`config.mk`:
```
export PLATFORM = sky130hd
export DESIGN_NAME = bsfc_ctrl
export DESIGN_NICKNAME = d
export VERILOG_FILES = /design/src/inc/bsfc_pkg.sv /design/src/rtl/bsfc_lane_decode.sv /design/src/rtl/bsfc_ctrl.sv
export SDC_FILE = /design/constraint.sdc
export NUM_CORES = 1
export LEC_CHECK = 0
export BUFFER_PORTS_ARGS = -buffer_cell sky130_fd_sc_hd__buf_2
export CAP_MARGIN = 40
export CELL_PAD_IN_SITES_DETAIL_PLACEMENT = 1
export CELL_PAD_IN_SITES_GLOBAL_PLACEMENT = 1
export CORE_MARGIN = 2
export CORE_UTILIZATION = 35
export DETAILED_ROUTE_END_ITERATION = 8
export HOLD_SLACK_MARGIN = 0.02
export PLACE_DENSITY = 0.91
export SETUP_SLACK_MARGIN = 0.05
export SYNTH_ARGS = -nofsm -noshare
export SYNTH_HDL_FRONTEND = slang
export SYNTH_SLANG_ARGS = --single-unit
```
`constraint.sdc`:
```
create_clock -name sys_clk -period 2.7 [get_ports sys_clk]
set_clock_uncertainty 0.2 [all_clocks]
set_input_delay 0.54 -clock sys_clk [delete_from_list [all_inputs] [get_ports sys_clk]]
set_output_delay 0.54 -clock sys_clk [all_outputs]
set_load 0.02 [all_outputs]
```
`src/inc/bsfc_pkg.sv`:
```
package bsfc_pkg;

  // **************************************************************************
  // Address space decode from the two most significant address bits.
  // **************************************************************************
  localparam int         SPACE_MSB     = 31;
  localparam int         SPACE_LSB     = 30;
  localparam logic [1:0] SPACE_SRAM    = 2'h0;
  localparam logic [1:0] SPACE_FAST_IO = 2'h1;
  localparam logic [1:0] SPACE_SLOW_IO = 2'h2;
  localparam logic [1:0] SPACE_FLASH   = 2'h3;

  // **************************************************************************
  // Byte lane decode from the three least significant address bits.
  // **************************************************************************
  localparam int         LANE_MSB      = 2;
  localparam int         LANE_COUNT    = 8;
  localparam logic [2:0] SIZE_EIGHT    = 3'h0;

  // **************************************************************************
  // Claimed transfer type codes.
  // **************************************************************************
  localparam logic [4:0] TT_WRITE_FLUSH = 5'h02;
  localparam logic [4:0] TT_WRITE_KILL  = 5'h06;
  localparam logic [4:0] TT_READ        = 5'h0A;
  localparam logic [4:0] TT_READ_RWITM  = 5'h0E;

  // **************************************************************************
  // Access timing in clocks from the transfer start to the beat acknowledge.
  // **************************************************************************
  localparam logic [3:0] FLASH_ACCESS_CYC   = 4'h6;
  localparam logic [3:0] FAST_IO_ACCESS_CYC = 4'h4;
  localparam logic [3:0] SLOW_IO_ACCESS_CYC = 4'hC;
  localparam logic [3:0] WAIT_STEP          = 4'h1;
  localparam logic [1:0] BURST_LAST_BEAT    = 2'h3;
  localparam logic [1:0] BEAT_FIRST         = 2'h0;
  localparam logic [1:0] BEAT_STEP          = 2'h1;

  // **************************************************************************
  // Reset values.
  // **************************************************************************
  localparam logic [7:0] STROBES_IDLE = 8'hFF;
  localparam logic [3:0] WAIT_RESET   = 4'h0;
  localparam logic [1:0] SPACE_RESET  = 2'h0;

  typedef enum logic [6:0] {
    BSFC_IDLE       = 7'h01,
    BSFC_SRAM_ADDR  = 7'h02,
    BSFC_SRAM_WAIT  = 7'h04,
    BSFC_SRAM_BEAT  = 7'h08,
    BSFC_SRAM_DESEL = 7'h10,
    BSFC_SLOW_WAIT  = 7'h20,
    BSFC_ERR_END    = 7'h40
  } bsfc_state_t;

endpackage : bsfc_pkg

```
`src/rtl/bsfc_lane_decode.sv`:
```
`timescale 1ns/100ps
module bsfc_lane_decode
  import bsfc_pkg::*;
(
  input  wire logic [2:0] lane_addr,
  input  wire logic [2:0] lane_size,
  input  wire logic       lane_burst,
  output logic      [7:0] lane_enable
);

  // **************************************************************************
  // Lane mask.
  // **************************************************************************
  function automatic logic [7:0] lane_mask(input logic [2:0] a, input logic [2:0] sz,
                                           input logic bst);
    logic [3:0] first;
    logic [3:0] count;
    logic [3:0] lane;
    logic [7:0] m;
    first = {1'h0, a};
    count = (sz == SIZE_EIGHT) ? 4'h8 : {1'h0, sz};
    m     = 8'h00;
    for (int i = 0; i < LANE_COUNT; i++) begin
      lane = 4'(i);
      m[i] = bst || ((lane >= first) && (lane < 4'(first + count)));
    end
    return m;
  endfunction : lane_mask

  always_comb begin
    lane_enable = lane_mask(lane_addr, lane_size, lane_burst);
  end

endmodule : bsfc_lane_decode

```
`src/rtl/bsfc_ctrl.sv`:
```
`timescale 1ns/100ps
// Contract
// - Address strobe and chip enable go low together to latch the SRAM address.
// - SRAM chip enable and address strobe assert one clock after transfer start.
// - SRAM writes drive sized byte strobes; reads drive output enable, all lanes.
// - Burst advance low exactly three clocks for burst beats 2-4, else high.
// - No throttling and no wait inserted after the SRAM address strobe.
// - No streaming; every SRAM transfer restarts with a full initial access.
// - After each SRAM access, pulse address strobe with chip enable high.
// - Flash accepts single beats only; bursts to flash are not serviced.
// - One shared flash read enable on reads; flash select on every access.
// - Flash writes are qualified by per-lane byte write strobes.
// - Flash beat acknowledge delayed a fixed count covering read access time.
// - I/O accepts any write size on the selected byte lanes.
// - Each I/O range has its own wait count, fast and slow.
// - I/O writes use the shared byte write strobes, no separate write signal.
// - I/O offers separate read/write strobes and direction-plus-strobe controls.
// - Cycle start from transfer start; classify by type, size and burst flag.
// - Destination chosen by the two most significant address bits.
// - Three low address bits give byte lanes and burst start position; the lane decode ignores them on bursts (all lanes).
// - Address acknowledge on the final beat; beat acknowledge on each beat.
// - Unsupported transfers get error acknowledge instead of beat acknowledge.
// - SRAM address strobe asserts before the first beat of every access.
// - One of two I/O selects on each I/O access; read enable on reads.
// - Bus grant and bus busy lines are not monitored.
// - Map SRAM, fast I/O, slow I/O, flash; timing 3-1-1-1, 4, 12, 6.
// - Claim only flush/kill writes, read and intent-to-modify reads; else error.
module bsfc_ctrl
  import bsfc_pkg::*;
(
  input  wire logic        sys_clk,
  input  wire logic        srst,
  input  wire logic        transfer_start_n,
  input  wire logic [4:0]  transfer_type,
  input  wire logic [2:0]  transfer_size,
  input  wire logic        burst_flag_n,
  input  wire logic [31:0] addr,
  output logic             addr_ack_n,
  output logic             beat_ack_n,
  output logic             error_ack_n,
  output logic             sram_select_n,
  output logic             sram_chip_enable_n,
  output logic             sram_addr_strobe_n,
  output logic             sram_read_enable_n,
  output logic             burst_step_n,
  output logic      [7:0]  byte_write_strobe_n,
  output logic             flash_select_n,
  output logic             flash_read_enable_n,
  output logic      [1:0]  io_select_n,
  output logic             io_read_enable_n,
  output logic             io_rd_wr_n,
  output logic             io_strobe_n
);

  // **************************************************************************
  // Start detection and classification.
  // **************************************************************************
  bsfc_state_t state_q;
  bsfc_state_t state_d;
  logic [1:0]  space_q;
  logic        write_q;
  logic        burst_q;
  logic [1:0]  beat_q;
  logic [3:0]  wait_q;
  logic [7:0]  bwe_q;
  logic        io_rd_wr_q;
  logic [7:0]  lanes;
  logic [1:0]  req_space;
  logic        req_burst;
  logic        req_write;
  logic        req_type_ok;
  logic        take;
  logic        take_err;
  logic        take_sram;
  logic        last_beat;
  logic        slow_done;

  assign req_space   = addr[SPACE_MSB:SPACE_LSB];
  assign req_burst   = !burst_flag_n;
  assign req_type_ok = (transfer_type == TT_WRITE_FLUSH) || (transfer_type == TT_WRITE_KILL) ||
                       (transfer_type == TT_READ) || (transfer_type == TT_READ_RWITM);
  assign req_write   = (transfer_type == TT_WRITE_FLUSH) || (transfer_type == TT_WRITE_KILL);
  assign take        = !transfer_start_n && (state_q == BSFC_IDLE);
  assign take_err    = take && (!req_type_ok || (req_burst && (req_space != SPACE_SRAM)));
  assign take_sram   = take && !take_err && (req_space == SPACE_SRAM);
  assign last_beat   = (state_q == BSFC_SRAM_BEAT) && (!burst_q || (beat_q == BURST_LAST_BEAT));
  assign slow_done   = (state_q == BSFC_SLOW_WAIT) && (wait_q == WAIT_RESET);

  bsfc_lane_decode u_bsfc_lane_decode (
    .lane_addr   (addr[LANE_MSB:0]),
    .lane_size   (transfer_size),
    .lane_burst  (req_burst),
    .lane_enable (lanes)
  );

  // **************************************************************************
  // Bus state machine.
  // **************************************************************************
  always_comb begin
    state_d = state_q;
    unique case (state_q)
      BSFC_IDLE: begin
        if (take_err) begin
          state_d = BSFC_ERR_END;
        end else if (take_sram) begin
          state_d = BSFC_SRAM_ADDR;
        end else if (take) begin
          state_d = BSFC_SLOW_WAIT;
        end
      end
      BSFC_SRAM_ADDR: begin
        state_d = BSFC_SRAM_WAIT;
      end
      BSFC_SRAM_WAIT: begin
        state_d = BSFC_SRAM_BEAT;
      end
      BSFC_SRAM_BEAT: begin
        if (last_beat) begin
          state_d = BSFC_SRAM_DESEL;
        end
      end
      BSFC_SRAM_DESEL: begin
        state_d = BSFC_IDLE;
      end
      BSFC_SLOW_WAIT: begin
        if (slow_done) begin
          state_d = BSFC_IDLE;
        end
      end
      BSFC_ERR_END: begin
        state_d = BSFC_IDLE;
      end
      default: begin
        state_d = BSFC_IDLE;
      end
    endcase
  end

  always_ff @(posedge sys_clk) begin
    if (srst) begin
      state_q <= BSFC_IDLE;
    end else begin
      state_q <= state_d;
    end
  end

  // **************************************************************************
  // Transfer attributes held for the whole access.
  // **************************************************************************
  always_ff @(posedge sys_clk) begin
    if (srst) begin
      space_q    <= SPACE_RESET;
      write_q    <= 1'h0;
      burst_q    <= 1'h0;
      io_rd_wr_q <= 1'h1;
    end else if (take) begin
      space_q    <= req_space;
      write_q    <= req_write;
      burst_q    <= req_burst;
      io_rd_wr_q <= !req_write;
    end
  end

  // **************************************************************************
  // Beat counter and per-space wait counter.
  // **************************************************************************
  always_ff @(posedge sys_clk) begin
    if (srst) begin
      beat_q <= BEAT_FIRST;
    end else if (state_q != BSFC_SRAM_BEAT) begin
      beat_q <= BEAT_FIRST;
    end else if (!last_beat) begin
      beat_q <= beat_q + BEAT_STEP;
    end
  end

  always_ff @(posedge sys_clk) begin
    if (srst) begin
      wait_q <= WAIT_RESET;
    end else if (take) begin
      unique case (req_space)
        SPACE_FLASH: begin
          wait_q <= FLASH_ACCESS_CYC - WAIT_STEP;
        end
        SPACE_FAST_IO: begin
          wait_q <= FAST_IO_ACCESS_CYC - WAIT_STEP;
        end
        SPACE_SLOW_IO: begin
          wait_q <= SLOW_IO_ACCESS_CYC - WAIT_STEP;
        end
        SPACE_SRAM: begin
          wait_q <= WAIT_RESET;
        end
      endcase
    end else if ((state_q == BSFC_SLOW_WAIT) && !slow_done) begin
      wait_q <= wait_q - WAIT_STEP;
    end
  end

  // **************************************************************************
  // Shared byte write strobes.
  // **************************************************************************
  always_ff @(posedge sys_clk) begin
    if (srst) begin
      bwe_q <= STROBES_IDLE;
    end else if (take && !take_err && req_write) begin
      bwe_q <= ~lanes;
    end else if ((state_d == BSFC_IDLE) || (state_d == BSFC_SRAM_DESEL)) begin
      bwe_q <= STROBES_IDLE;
    end
  end

  // **************************************************************************
  // Pin controls.
  // **************************************************************************
  logic sram_active;
  logic flash_active;
  logic io_active;

  assign sram_active  = (state_q == BSFC_SRAM_ADDR) || (state_q == BSFC_SRAM_WAIT) ||
                        (state_q == BSFC_SRAM_BEAT);
  assign flash_active = (state_q == BSFC_SLOW_WAIT) && (space_q == SPACE_FLASH);
  assign io_active    = (state_q == BSFC_SLOW_WAIT) && (space_q != SPACE_FLASH);

  assign sram_select_n       = srst || !sram_active;
  assign sram_chip_enable_n  = srst || !sram_active;
  assign sram_addr_strobe_n  = srst || !((state_q == BSFC_SRAM_ADDR) ||
                                         (state_q == BSFC_SRAM_DESEL));
  assign sram_read_enable_n  = srst || !(sram_active && !write_q);
  assign burst_step_n        = srst || !((state_q == BSFC_SRAM_BEAT) && burst_q &&
                                         (beat_q != BEAT_FIRST));
  assign byte_write_strobe_n = srst ? STROBES_IDLE : bwe_q;
  assign flash_select_n      = srst || !flash_active;
  assign flash_read_enable_n = srst || !(flash_active && !write_q);
  assign io_select_n[0]      = srst || !(io_active && (space_q == SPACE_FAST_IO));
  assign io_select_n[1]      = srst || !(io_active && (space_q == SPACE_SLOW_IO));
  assign io_read_enable_n    = srst || !(io_active && !write_q);
  assign io_strobe_n         = srst || !io_active;
  assign io_rd_wr_n          = srst || io_rd_wr_q;

  // **************************************************************************
  // Acknowledges.
  // **************************************************************************
  assign beat_ack_n  = srst || !((state_q == BSFC_SRAM_BEAT) || slow_done);
  assign addr_ack_n  = srst || !(last_beat || slow_done || (state_q == BSFC_ERR_END));
  assign error_ack_n = srst || (state_q != BSFC_ERR_END);

  // **************************************************************************
  // Checks.
  // **************************************************************************
  property p_sram_latch;
    @(posedge sys_clk) disable iff (srst)
    $fell(sram_chip_enable_n) |-> $fell(sram_addr_strobe_n);
  endproperty
  a_sram_latch: assert property (p_sram_latch) else $error("chip enable without strobe");

  property p_sram_start;
    @(posedge sys_clk) disable iff (srst)
    take_sram |=> !sram_chip_enable_n && !sram_addr_strobe_n ##1 sram_addr_strobe_n;
  endproperty
  a_sram_start: assert property (p_sram_start) else $error("sram start not one clock late");

  property p_read_no_strobe;
    @(posedge sys_clk) disable iff (srst)
    !sram_read_enable_n |-> (byte_write_strobe_n == STROBES_IDLE);
  endproperty
  a_read_no_strobe: assert property (p_read_no_strobe) else $error("strobe on read");

  property p_burst_step;
    @(posedge sys_clk) disable iff (srst)
    take_sram && req_burst |=> burst_step_n[*3] ##1 (!burst_step_n)[*3] ##1 burst_step_n;
  endproperty
  a_burst_step: assert property (p_burst_step) else $error("burst advance length wrong");

  property p_sram_first_beat;
    @(posedge sys_clk) disable iff (srst)
    take_sram |=> beat_ack_n[*2] ##1 !beat_ack_n;
  endproperty
  a_sram_first_beat: assert property (p_sram_first_beat) else $error("sram lead wrong");

  property p_deselect;
    @(posedge sys_clk) disable iff (srst)
    !addr_ack_n && !sram_select_n |=> !sram_addr_strobe_n && sram_chip_enable_n;
  endproperty
  a_deselect: assert property (p_deselect) else $error("no deselect cycle");

  property p_flash_burst;
    @(posedge sys_clk) disable iff (srst)
    take && req_type_ok && req_burst && (req_space == SPACE_FLASH) |=>
      !error_ack_n && flash_select_n;
  endproperty
  a_flash_burst: assert property (p_flash_burst) else $error("flash burst serviced");

  property p_flash_wait;
    @(posedge sys_clk) disable iff (srst)
    take && !take_err && (req_space == SPACE_FLASH) |=>
      (beat_ack_n && !flash_select_n)[*5] ##1 !beat_ack_n;
  endproperty
  a_flash_wait: assert property (p_flash_wait) else $error("flash wait wrong");

  property p_slow_io_wait;
    @(posedge sys_clk) disable iff (srst)
    take && !take_err && (req_space == SPACE_SLOW_IO) |=>
      beat_ack_n[*8] ##1 beat_ack_n[*3] ##1 (!beat_ack_n && !io_select_n[1]);
  endproperty
  a_slow_io_wait: assert property (p_slow_io_wait) else $error("slow io wait wrong");

  property p_error_end;
    @(posedge sys_clk) disable iff (srst)
    take && !req_type_ok |=> !error_ack_n && beat_ack_n && !addr_ack_n ##1 error_ack_n;
  endproperty
  a_error_end: assert property (p_error_end) else $error("bad type not errored");

  property p_addr_ack_beat;
    @(posedge sys_clk) disable iff (srst)
    !addr_ack_n |-> (beat_ack_n != error_ack_n);
  endproperty
  a_addr_ack_beat: assert property (p_addr_ack_beat) else $error("address ack alone");

  property p_reset_idle;
    @(posedge sys_clk)
    srst |-> addr_ack_n && beat_ack_n && error_ack_n && sram_select_n && flash_select_n &&
             (io_select_n == 2'h3) && (byte_write_strobe_n == STROBES_IDLE);
  endproperty
  a_reset_idle: assert property (p_reset_idle) else $error("outputs active in reset");

  property p_flash_read;
    @(posedge sys_clk) disable iff (srst)
    !flash_read_enable_n |-> !flash_select_n && (byte_write_strobe_n == STROBES_IDLE);
  endproperty
  a_flash_read: assert property (p_flash_read) else $error("flash read enable misplaced");

  property p_io_select;
    @(posedge sys_clk) disable iff (srst)
    !io_strobe_n |-> $onehot(~io_select_n) && (io_read_enable_n == !io_rd_wr_n);
  endproperty
  a_io_select: assert property (p_io_select) else $error("io select or direction wrong");

  property p_no_stream;
    @(posedge sys_clk) disable iff (srst)
    !sram_addr_strobe_n && sram_chip_enable_n |=> sram_chip_enable_n && sram_addr_strobe_n;
  endproperty
  a_no_stream: assert property (p_no_stream) else $error("sram access streamed");

  property p_fast_io_wait;
    @(posedge sys_clk) disable iff (srst)
    take && !take_err && (req_space == SPACE_FAST_IO) |=>
      (beat_ack_n && !io_select_n[0])[*3] ##1 (!beat_ack_n && !addr_ack_n);
  endproperty
  a_fast_io_wait: assert property (p_fast_io_wait) else $error("fast io wait wrong");

endmodule : bsfc_ctrl

```
* Word-level counts from Yosys, hierarchy flattened *
Index checks and enable logic that the tools add are counted.

storage, ports and cells
  memory bits (writable) = 0
  logic and storage cells = 150
  memories kept = 0
  output and inout bits = 23
  flip-flop bits (word level) = 26
  ROM bits = 0
  latch bits = 0
  input bits = 44

operators by class
  $add $sub $neg = 3
  mux-type cells = 13
  $lt $le $gt $ge = 15
  $mul = 0
  shifts and indexed selects = 0
  reduce and logical (&&, ||, !) cells = 87
  bitwise gates (word level) = 1
  div/mod/pow operators = 0
  eq/ne operators = 23

operator list
  kind                  number
  $mux W7               5
  $pmux W7 S5           1
  $logic_or A1 B1 Y1    34
  $logic_and A1 B1 Y1   25
  $mux W8               3
  $logic_not A1 Y1      20
  $lt A3 B4 Y1 const A  4
  $pmux W4 S4           1
  $eq A7 B1 Y1 const B  2
  $eq A7 B5 Y1 const B  2
  $mux W4               3
  $eq A2 B2 Y1 const B  5
  $eq A5 B4 Y1 const B  2
  $ge A3 B3 Y1 const A  3
  $lt A1 B4 Y1 const A  2
  $lt A2 B4 Y1 const A  2
  $not A8 Y8            1
  $reduce_bool A2 Y1    4
  $eq A7 B2 Y1 const B  1
  $eq A7 B3 Y1 const B  1
  $eq A7 B4 Y1 const B  1
  $eq A7 B6 Y1 const B  1
  $eq A7 B7 Y1 const B  1
  $ne A7 B4 Y1 const B  1
  14 further kinds      17

* Longest topological paths before layout *
Gate-level depths: netlist of run 1.

  depth in word-level cells = 17
  gate-level depth with buffers = 8
  mapped depth without buffers = 7

* By module *
A second synthesis of run 1 with hierarchy kept.

second synthesis, totals
  cell total of the unflattened synthesis = 210
  area, all modules = 1,799.2 um2

modules (own cells, without submodules)
  module            times used  area an instance (um2)  seq. area each (um2)  cells each
  bsfc_ctrl         1           1,510.2                 520.5                 168
  bsfc_lane_decode  1           289.0                   0.0                   42

* Least setup slack after synthesis of run 1 *
No wires, ideal clock.

  path kind = flip-flop to output port
  from = register state_q[3]
  to = output sram_read_enable_n
  data arrival time = 1,933 ps
  required time = 1,960 ps
  path buffers = 1
  path slack = 27 ps
  stages on the path, launching flop included = 5
  cells stage by stage = dfxtp_1 buf_2 nor2b_1 o311ai_0 or2_2

on the way
  word-level cells in the longest chain between the ends = 6
  elaborated cells between the ends (all ways) = 8
  classes of those cells = 3 x eq/ne; 5 x reduce/logical

ends and longest elaborated chain
  item                                          RTL line          source
  from (decl)                                   bsfc_ctrl.sv:58   bsfc_state_t state_q;
  from (signal assigned)                        bsfc_ctrl.sv:143  state_q <= state_d;
  $eq A7 B2 Y1 or $eq A7 B3 Y1 (tied branches)  bsfc_ctrl.sv:220  assign sram_active = (state_q == BSFC_SRAM_ADDR) || (state_q == BSFC_SRAM_WAIT) ||
  $logic_or A1 B1 Y1                            bsfc_ctrl.sv:220
  $logic_or A1 B1 Y1 *                          bsfc_ctrl.sv:220
  $logic_and A1 B1 Y1 *                         bsfc_ctrl.sv:229  assign sram_read_enable_n = srst || !(sram_active && !write_q);
  $logic_not A1 Y1 *                            bsfc_ctrl.sv:229
  $logic_or A1 B1 Y1 *                          bsfc_ctrl.sv:229
  to (decl)                                     bsfc_ctrl.sv:44   output logic sram_read_enable_n,

Every way passes the cells marked *; elsewhere a longest branch is shown, timed or not.

* Worst setup path after layout of run 1 *
  from = register state_q[0]
  to = output flash_read_enable_n

on the way
  word-level cells in the longest chain between the ends = 5

ends and longest elaborated chain
  item                 RTL line          source
  $eq A7 B6 Y1         bsfc_ctrl.sv:222  assign flash_active = (state_q == BSFC_SLOW_WAIT) && (space_q == SPACE_FLASH);
  $logic_and A1 B1 Y1  bsfc_ctrl.sv:222
  $logic_and A1 B1 Y1  bsfc_ctrl.sv:234  assign flash_read_enable_n = srst || !(flash_active && !write_q);
  $logic_not A1 Y1     bsfc_ctrl.sv:234
  $logic_or A1 B1 Y1   bsfc_ctrl.sv:234
  to (decl)            bsfc_ctrl.sv:48   output logic flash_read_enable_n,

Every way passes these cells.

==> results of run 1 <==
==> where the power goes <==
part	internal (mW)	leakage, nW	total, mW	switching, mW
logic	0.0841	0.603	0.196	0.112
clock network	0.100	0.0216	0.228	0.128
registers	0.397	0.213	0.413	0.0163
==> metal layers <==
layer	wire (µm)	share of wire, %	global-route usage [%]	vias up
met1	2230	46	24.8	827
met2	2350	49	31.8	45
met3	131	2.7	1.20	8
met4	84	1.8	6.94	0
met5	0	0	0	-
li1	-	-	-	833
==> area by class of cell <==
cell class,instances,area (µm²),share of cell area (%)
inverters,20,75.1,3.50
well taps,67,83.8,3.91
repair buffers,51,288,13.4
flip-flops and latches,26,523,24.4
clock buffers,3,41.3,1.93
multi-input cells,158,1130,52.9
==> worst max path at each step <==
stage,end,cells after the start
3_5_place_dp,bwe_q[4],8
2_1_floorplan,sram_read_enable_n,6
5_1_grt,flash_read_enable_n,6
4_1_cts,addr_ack_n,6
6_report,flash_read_enable_n,6
3_3_place_gp,addr_ack_n,7
==> critical path, cell delays in order, from the launching register on <==
cell,delay [ps]
dfxtp_1,390
nor4_4,320
nand2_2,130
nor4_4,230
nor2b_2,220
nand3_1,80
buf_2,170
==> state kept, by name (all words and copies together) (netlist names) <==
| signal | flops |
|---|---|
| beat_q | 2 |
| space_q | 2 |
| burst_q | 1 |
| io_rd_wr_q | 1 |
| bwe_q | 8 |
| state_q | 7 |
| wait_q | 4 |
| write_q | 1 |
==> cell usage after synthesis, types with 2 or more instances <==
cell type | instances | area share [%]
o21ai_0 | 2 | 0.57
o211ai_1 | 2 | 0.86
ha_1 | 11 | 7.9
and3_1 | 3 | 1.1
a311oi_1 | 2 | 1.0
nor2b_1 | 6 | 2.1
nand2_1 | 19 | 4.1
a211oi_1 | 4 | 1.7
xor2_1 | 2 | 1.0
a21oi_1 | 11 | 3.1
nor3b_1 | 3 | 1.3
nor2_1 | 26 | 5.6
nor4_2 | 2 | 1.4
xnor2_1 | 6 | 3.0
inv_1 | 20 | 4.3
buf_2 | 4 | 1.1
nand3b_1 | 3 | 1.3
dfxtp_1 | 26 | 30
clkbuf_1 | 7 | 1.5
nand3_1 | 8 | 2.3
nand2b_1 | 2 | 0.71
a21o_1 | 2 | 0.86
a32oi_1 | 5 | 2.5
or2_2 | 3 | 1.1
or3b_2 | 2 | 1.0
o21a_1 | 2 | 0.86
nor3_1 | 6 | 1.7
nand4_1 | 5 | 1.8
==> per-stage QoR <==
step / power (mW) / setup slack (ps) / hold slack (ps) / instance area [µm²] / instances
floorplan: 0.542 / 285 / 262 / 1750 / 216
global placement: 0.599 / 221 / 280 / 2060 / 320
detailed placement: 0.610 / 113 / 295 / 2060 / 320
CTS: 0.837 / 49.6 / 317 / 2120 / 323
global route: 0.879 / 57.3 / 354 / 2140 / 325
finish: 0.838 / 145 / 318 / 2140 / 325
==> what timing repair did <==
item                                    CTS  global route
setup buffers                             0             2
resized for setup                         5             4
endpoints found under the setup margin    9             9
pin swaps                                 2             2
hold endpoints to repair                  0             0
==> logic make-up after synthesis <==
logic type      Yosys count  share of synthesized area (%)
compound gates           38                           16.5
fa+ha+maj                12                           8.99
flops                    26                           29.7
simple gates             99                           32.9
buf+inv                  32                           7.35
xor+xnor                  8                           4.00
mux                       1                          0.571
==> out/results.tsv, run 1 <==
stage	metric	value	unit
global_route	grt_antenna_before_repair	0	
clock_tree	cts_tree	built	
layout	syn2layout_area_growth	22.3	%
routing	drc	0	
worst_setup_path	r2r_slack	420	ps
worst_setup_path	r2r_start	state_q[0]	
clock_tree	numCtsBuffers	3	
synth	synth_edf_count	0	
place	gp_congestion	0.855	
synth	syn_inst	216	
layout	drive_above_1_share	29.5	%
place	hpwl	3720	µm
routing	firstDrtPassIters	4	
worst_setup_path	cp.arrival	1820	ps
job	maxCapViolations	0	
layout	nets	316	
layout	final_common_cell	buf_2	
timing	period_share	94.6	%
global_route	grt_pass1_wl	8130	µm
routing	num_vias	1713	
worst_setup_path	worstRegToRegCells	5	
floorplanning	dieWidth	74.8	µm
routing	wl	4800	µm
timing	max_freq	391	MHz
run_status	outcome	complete, no violations	
routing	via_per_inst	5.27	
global_route	grt_pass1_vias	1765	
clock_tree	cts_hold_buf	0	
worst_setup_path	r2r-end	bwe_q[4]	
synth	syn-num-nets	272	
layout	antenna-diode-count	0	
routing	drt_iter0_drc	82	
place	portBuffers	38	
floorplanning	num_rows	25	
timing	finalSetupTns	0	ps
routing	postRouteAntennaNets	0	
worst_setup_path	worstSetupEndpointType	output pin	
timing	setup_viol	0	
clock_tree	cts.root.buffer_cell	clkbuf_8	
synth	ys.flop_type	dfxtp_1	
hold_path	min_path_type	reg2reg	
power	power_density	391	mW/mm²
worst_setup_path	worst-setup-path-type	reg2out	
clock_tree	clock_latency	270	ps
synth	ys_warn_count	0	
worst_setup_path	required	1960	ps
floorplanning	dieArea	0.00559	mm²
clock_tree	cts_sinks	26	
worst_setup_path	path_max_fanout	6	
timing	relSlewSlack	65.2	%
global_route	track_usage	18.6	%
floorplanning	start_util	36.6	%
routing	wire_per_inst	14.8	µm
layout	fillCellCount	608	
global_route	grt_max_degree	16	
clock_tree	cts_max_level	1	
floorplanning	ios	67	
synth	yosysSeqAreaShare	29.7	%
hold_path	min_from	io_rd_wr_q	
synth	netlist_area	0.00175	mm²
synth	avgSynthCellArea	8.12	µm²
clock_tree	clk_pin_slew	90	ps
floorplanning	dieHeight	74.8	µm
floorplanning	core	0.00479	mm²
timing	tightest_slew	521	ps
layout	final_cell_mix	buf_2, nor2_1, dfxtp_1, inv_1, nand2_1	
synth	async_flop_share	0	%
timing	maxSlewViolCount	0	
hold_path	min_to	io_rd_wr_q	
power	ir_drop	173	µV
timing	finalHoldViolations	0	
power	p_leak	0.837	nW
hold_path	holdPathStages	2	
synth	ys_types	50	
worst_setup_path	startpoint_type	flip-flop	
synth	ys_ff_latch	26	
global_route	grt.overflow.total	0	
timing	rsz0062_at_grt	no	
worst_setup_path	crit_start	state_q[0]	
timing	final.min_clock_period	2560	ps
clock_tree	clockBufferDepth	2	
layout	final_util	44.8	%
(Power assumes the default switching activity.)
==> inputs of run 2 (changes only) <==
--- a/config.mk
+++ b/config.mk
@@ -5,15 +5,16 @@
 export SDC_FILE = /design/constraint.sdc
 export NUM_CORES = 1
 export LEC_CHECK = 0
+export ABC_AREA = 1
 export BUFFER_PORTS_ARGS = -buffer_cell sky130_fd_sc_hd__buf_2
 export CAP_MARGIN = 40
 export CELL_PAD_IN_SITES_DETAIL_PLACEMENT = 1
 export CELL_PAD_IN_SITES_GLOBAL_PLACEMENT = 1
 export CORE_MARGIN = 2
-export CORE_UTILIZATION = 35
+export CORE_UTILIZATION = 33
 export DETAILED_ROUTE_END_ITERATION = 8
 export HOLD_SLACK_MARGIN = 0.02
-export PLACE_DENSITY = 0.91
+export PLACE_DENSITY = 0.9
 export SETUP_SLACK_MARGIN = 0.05
 export SYNTH_ARGS = -nofsm -noshare
 export SYNTH_HDL_FRONTEND = slang
==> out/results.tsv, run 2 <==
stage	metric	value	unit	change
synth	ys_warn_count	0		unchanged
synth	ys_types	33		was 50
worst_setup_path	worstSetupEndpointType	output pin		unchanged
synth	synthTopCellsByCount	nand2_1, nor2_1, inv_1, dfxtp_1, a21oi_1		was dfxtp_1, nor2_1, inv_1, nand2_1
clock_tree	clock_latency	280	ps	was 270 ps
place	portBuffers	39		was 38
global_route	grt_pass1_wl	8180	µm	was 8130 µm
timing	rsz0062_at_grt	no		unchanged
timing	max_freq	406	MHz	was 391 MHz
global_route	grt.overflow.total	0		unchanged
layout	regArea	520	µm²	was 523 µm²
synth	syn_inst	266		was 216
routing	drt_iter0_drc	34		was 82
synth	synth_edf_count	0		unchanged
floorplanning	dieArea	0.00600	mm²	was 0.00559 mm²
clock_tree	cts_tree	built		unchanged
synth	yosysSeqAreaShare	29.2	%	was 29.7%
layout	multiInputGateArea	0.00107	mm²	was 0.00113 mm²
worst_setup_path	crit_top_cell	nor2_4		was nor4_4
synth	synth.area.top_cells	dfxtp_1, nand2_1, nor2_1		was dfxtp_1, ha_1, nor2_1
job	maxCapViolations	0		unchanged
power	ir_drop	158	µV	was 173 µV
hold_path	min_path_type	reg2reg		unchanged
worst_setup_path	startpoint_type	flip-flop		unchanged
timing	worst_slack	237	ps	was 145 ps
worst_setup_path	worst-setup-path-type	reg2out		unchanged
floorplanning	ios	67		unchanged
layout	syn2layout_area_growth	18.6	%	was 22.3%
synth	ys_ff_latch	26		unchanged
timing	setup_viol	0		unchanged
worst_setup_path	path_cells	nor2_1, nand2_1, nor2_4, inv_2, nor2_4, o21ai_1, or2_1, buf_2		was nor4_4, nand2_2, nor4_4, nor2b_2, nand3_1, buf_2
floorplanning	num_rows	26		was 25
worst_setup_path	path_max_fanout	6		unchanged
synth	yosysMostFrequentCell	nand2_1		
global_route	grt_pass1_vias	1829		was 1,765
power	internal_power	0.680	mW	was 0.581 mW
floorplanning	start_util	34.4	%	was 36.6%
routing	wire_per_inst	12.7	µm	was 14.8 µm
global_route	track_usage	16.5	%	was 18.6%
synth	avgSynthCellArea	6.69	µm²	was 8.12 µm²
layout	top_regs	bwe_q x8, state_q x7, wait_q x4		unchanged
layout	final_cells	373		was 325
synth	yosysTopAreaCellShare	29.2	%	was 29.7%
layout	fillCellCount	682		was 608
timing	maxSlewViolCount	0		unchanged
floorplanning	dieWidth	77.5	µm	was 74.8 µm
timing	period_share	91.2	%	was 94.6%
clock_tree	cts_max_level	1		unchanged
global_route	grt_max_degree	18		was 16
power	power_density	463	mW/mm²	was 391 mW/mm²
routing	wl	4740	µm	was 4800 µm
layout	nets	360		was 316
floorplanning	dieHeight	77.5	µm	was 74.8 µm
clock_tree	cts_sinks	26		unchanged
clock_tree	numCtsBuffers	3		unchanged
place	pre_cts_ws	341	ps	was 113 ps
timing	finalHoldViolations	0		unchanged
synth	netlist_area	0.00178	mm²	was 0.00175 mm²
power	pwr-share-comb	22.9	%	was 23.5%
routing	drc	0		unchanged
clock_tree	cts.root.buffer_cell	clkbuf_8		unchanged
timing	relSlewSlack	73.3	%	was 65.2%
power	switchingPower	0.298	mW	was 0.256 mW
clock_tree	clockBufferDepth	2		unchanged
layout	final_util	40.8	%	was 44.8%
power	pwr-share-clk	33.8	%	was 27.2%
worst_setup_path	slowest_delay	340	ps	was 390 ps
timing	final.min_clock_period	2460	ps	was 2560 ps
synth	async_flop_share	0	%	unchanged
clock_tree	cts_hold_buf	0		unchanged
power	switching_share	30.4	%	was 30.6%
routing	num_vias	1768		was 1,713
routing	postRouteAntennaNets	0		unchanged
run_status	outcome	complete, no violations		unchanged
routing	via_per_inst	4.74		was 5.27
place	hpwl	3840	µm	was 3720 µm
worst_setup_path	required	1960	ps	about the same
worst_setup_path	cp.arrival	1720	ps	was 1820 ps
routing	firstDrtPassIters	4		unchanged
clock_tree	clk_pin_slew	100	ps	was 90 ps
floorplanning	core	0.00517	mm²	was 0.00479 mm²
power	seqPwrFrac	43.3	%	was 49.3%
layout	drive_above_1_share	23.8	%	was 29.5%
synth	synth_top_cell_by_area	dfxtp_1		unchanged
place	gp_congestion	0.814		was 0.855
place	place_inst	369		was 320
layout	top_register	bwe_q		unchanged
power	p_leak	0.940	nW	was 0.837 nW
synth	ys.flop_type	dfxtp_1		unchanged
global_route	grt_antenna_before_repair	0		unchanged
layout	final_cell_mix	nand2_1, nor2_1, buf_2, inv_1, dfxtp_1		was buf_2, nor2_1, dfxtp_1, inv_1, nand2_1
power	power	0.977	mW	was 0.838 mW
timing	tightest_slew	400	ps	was 521 ps
timing	finalSetupTns	0	ps	unchanged
layout	final_common_cell	nand2_1		was buf_2
worst_setup_path	critPathSlowestCell	dfxtp_1		unchanged
layout	largest_register_ffs	8		unchanged
layout	antenna-diode-count	0		unchanged
synth	syn-num-nets	322		was 272
[run 2: critical path, delay by kind of cell, from the launching register on]
| family | cells | cell delay [ps] |
|---|---|---|
| AND/OR/NAND/NOR | 5 | 790 |
| flip-flops | 1 | 340 |
| buffers and inverters | 2 | 230 |
| AO/OA/AOI/OAI | 1 | 90 |
[run 2: area by class of cell]
class | count | share of cell area [%]
Timing Repair Buffer | 41 | 9.95
Multi-Input combinational cell | 191 | 50.6
Clock inverter | 1 | 1.42
Sequential cell | 26 | 24.6
Inverter | 41 | 7.29
Clock buffer | 3 | 1.95
Tap cell | 70 | 4.15
[run 2: final timing paths]
path / end / start / cells past startpoint / slack [ps]
max: io_read_enable_n / state_q[3] / 8 / 240
min: beat_q[0] / beat_q[0] / 2 / 290
min reg2reg: beat_q[0] / beat_q[0] / 2 / 290
max reg2reg: bwe_q[3] / state_q[1] / 10 / 820
[run 2: what timing repair did]
item / 4_1_cts / 5_1_grt
endpoints found under the setup margin: 0 / 1
gates resized for setup: 0 / 1
buffers inserted: 0 / 0
[run 2: kinds of logic (layout without fill, tap and decap cells)]
kind of cell	Yosys count	after routing	share of synthesized area (%)
AND/OR/NAND/NOR	133	133	36.3
buffers and inverters	49	86	11.0
AO/OA/AOI/OAI	44	44	13.6
flip-flops	26	26	29.2
adder cells (fa/ha/maj)	12	12	8.85
XOR/XNOR	2	2	0.984
[run 2: power groups by stage]
stage | Sequential [mW] | Clock [mW] | Combinational (mW)
2_1_floorplan | 0.425 | 0 | 0.165
3_3_place_gp | 0.430 | 0 | 0.212
3_5_place_dp | 0.431 | 0 | 0.221
4_1_cts | 0.423 | 0.337 | 0.225
5_1_grt | 0.426 | 0.355 | 0.257
6_report | 0.423 | 0.330 | 0.224
[run 2: per-layer routing]
layer,global-route usage [%],up-vias,part of all wire [%]
met5,0,-,0
li1,-,919,-
met3,1.28,4,2.3
met2,30.4,25,51
met4,5.18,0,1.1
met1,20.1,820,45
[run 2: stage by stage]
step,cell area [µm²],hold slack (ps)
6_report,2110,293
2_1_floorplan,1780,247
3_5_place_dp,2040,281
5_1_grt,2110,327
3_3_place_gp,2040,270
4_1_cts,2110,296
==> inputs of run 3 (changes only) <==
--- a/config.mk
+++ b/config.mk
@@ -8,10 +8,10 @@
 export ABC_AREA = 1
 export BUFFER_PORTS_ARGS = -buffer_cell sky130_fd_sc_hd__buf_2
 export CAP_MARGIN = 40
-export CELL_PAD_IN_SITES_DETAIL_PLACEMENT = 1
-export CELL_PAD_IN_SITES_GLOBAL_PLACEMENT = 1
+export CELL_PAD_IN_SITES_DETAIL_PLACEMENT = 2
+export CELL_PAD_IN_SITES_GLOBAL_PLACEMENT = 2
 export CORE_MARGIN = 2
-export CORE_UTILIZATION = 33
+export CORE_UTILIZATION = 25
 export DETAILED_ROUTE_END_ITERATION = 8
 export HOLD_SLACK_MARGIN = 0.02
 export PLACE_DENSITY = 0.9
==> out/results.tsv, run 3 (synthesis results as in run 2) <==
stage	metric	value	unit	change
place	portBuffers	39		unchanged
worst_setup_path	crit_top_cell	nor2_4		unchanged
timing	finalHoldViolations	0		unchanged
layout	top_regs	bwe_q x8, state_q x7, wait_q x4		unchanged
worst_setup_path	worst-setup-path-type	reg2out		unchanged
clock_tree	clockBufferDepth	2		unchanged
clock_tree	cts_sinks	26		unchanged
routing	num_vias	1838		was 1,768
place	dpl-instance-area	0.00207	mm²	was 0.00204 mm²
clock_tree	cts_max_level	1		unchanged
worst_setup_path	startpoint_type	flip-flop		unchanged
power	seqPwrFrac	45.8	%	was 43.3%
worst_setup_path	path_max_fanout	6		unchanged
global_route	use_met3	0.466	%	was 1.28%
layout	final_cell_mix	nand2_1, nor2_1, buf_2, inv_1, dfxtp_1		unchanged
global_route	grt_antenna_before_repair	0		unchanged
layout	drive_above_1_share	24.4	%	was 23.8%
routing	wire_per_inst	14.4	µm	was 12.7 µm
power	power_density	434	mW/mm²	was 463 mW/mm²
clock_tree	clock_latency	290	ps	was 280 ps
run_status	outcome	complete, no violations		unchanged
power	internal_power	0.612	mW	was 0.680 mW
routing	firstDrtPassIters	4		unchanged
power	switchingPower	0.314	mW	was 0.298 mW
power	pwr-share-clk	29.1	%	was 33.8%
timing	maxSlewViolCount	0		unchanged
global_route	grt_pass1_wl	9750	µm	was 8180 µm
worst_setup_path	critPathSlowestCell	dfxtp_1		unchanged
clock_tree	numCtsBuffers	3		unchanged
floorplanning	num_rows	30		was 26
timing	relSlewSlack	68.3	%	was 73.3%
global_route	track_usage	15.9	%	was 16.5%
worst_setup_path	required	1960	ps	about the same
clock_tree	cts_hold_buf	0		unchanged
layout	final_util	31.2	%	was 40.8%
routing	drc	0		unchanged
layout	top_register	bwe_q		unchanged
timing	finalSetupTns	0	ps	unchanged
power	ir_drop	174	µV	was 158 µV
worst_setup_path	cp.arrival	1830	ps	was 1720 ps
place	hpwl	4670	µm	was 3840 µm
global_route	grt_use_met1	19.1	%	was 20.1%
global_route	grt.overflow.total	0		unchanged
worst_setup_path	slowest_delay	380	ps	was 340 ps
layout	antenna-diode-count	0		unchanged
global_route	busiest_layer	met2		unchanged
clock_tree	clk_pin_slew	100	ps	about the same
floorplanning	dieArea	0.00781	mm²	was 0.00600 mm²
global_route	grt_util_met2	29.7	%	was 30.4%
floorplanning	core	0.00683	mm²	was 0.00517 mm²
timing	whs	302	ps	was 293 ps
global_route	grt_pass1_vias	2037		was 1,829
job	maxCapViolations	0		unchanged
clock_tree	post_cts_buffers	0		unchanged
power	p_leak	0.935	nW	was 0.940 nW
floorplanning	ios	67		unchanged
layout	syn2layout_area_growth	19.8	%	was 18.6%
clock_tree	cts.root.buffer_cell	clkbuf_8		unchanged
floorplanning	dieHeight	88.4	µm	was 77.5 µm
worst_setup_path	cpLargestDelayFamily	simple AND/OR/NAND/NOR gates		unchanged
timing	tightest_slew	474	ps	was 400 ps
power	power	0.926	mW	was 0.977 mW
place	gp_congestion	0.750		was 0.814
layout	nets	360		unchanged
routing	drt_iter0_drc	35		was 34
hold_path	min_path_type	reg2reg		unchanged
global_route	grt_max_degree	18		unchanged
clock_tree	cts_tree	built		unchanged
routing	via_per_inst	4.61		was 4.74
routing	postRouteAntennaNets	0		unchanged
floorplanning	start_util	26.1	%	was 34.4%
timing	final.min_clock_period	2570	ps	was 2460 ps
worst_setup_path	path_cells	inv_1, nand3_1, nor2_4, inv_2, nor2_4, o21ai_1, or2_1, buf_2		was nor2_1, nand2_1, nor2_4, inv_2, nor2_4, o21ai_1, or2_1, buf_2
power	pwr-share-comb	25.1	%	was 22.9%
layout	final_common_cell	nand2_1		unchanged
clock_tree	ctsResizeCount	0		unchanged
timing	max_freq	389	MHz	was 406 MHz
timing	rsz0062_at_grt	no		unchanged
floorplanning	dieWidth	88.4	µm	was 77.5 µm
layout	largest_register_ffs	8		unchanged
worst_setup_path	cp.buffers_inverters	3		was 2
timing	period_share	95.2	%	was 91.2%
routing	wl	5750	µm	was 4740 µm
layout	final_cell_area	0.00213	mm²	was 0.00211 mm²
worst_setup_path	worstSetupEndpointType	output pin		unchanged
power	switching_share	33.9	%	was 30.4%
timing	setup_viol	0		unchanged
## run 3: cell type report
class	instances	area (µm²)
clock buffers	4	55.1
fillers	872	4700
inverters	41	154
flip-flops and latches	26	520
well taps	96	120
multi-input cells	191	1070
repair buffers	41	210
## run 3: through the flow
step,setup slack [ps],cells
floorplan,480,266
global placement,383,395
detailed placement,313,395
CTS,59.9,399
global route,7.28,399
finish,129,399
## run 3: worst paths after layout
check / startpoint / endpoint / slack [ps] / cells past startpoint
setup / recovery: state_q[6] / io_read_enable_n / 130 / 8
hold / removal: write_q / write_q / 300 / 1
setup reg to reg: state_q[5] / bwe_q[5] / 750 / 10
hold reg to reg: write_q / write_q / 300 / 1
## run 3: power groups by stage
stage	logic [mW]	registers, mW	clock network (mW)
6_report	0.232	0.424	0.270
5_1_grt	0.266	0.428	0.292
4_1_cts	0.233	0.424	0.280
3_5_place_dp	0.232	0.433	0
3_3_place_gp	0.216	0.430	0
2_1_floorplan	0.165	0.425	0
## run 3: routing by layer
layer / vias up / part of all wire (%)
met4: 0 / 2.0
li1: 918 / -
met5: - / 0
met3: 9 / 1.7
met2: 28 / 52
met1: 883 / 44
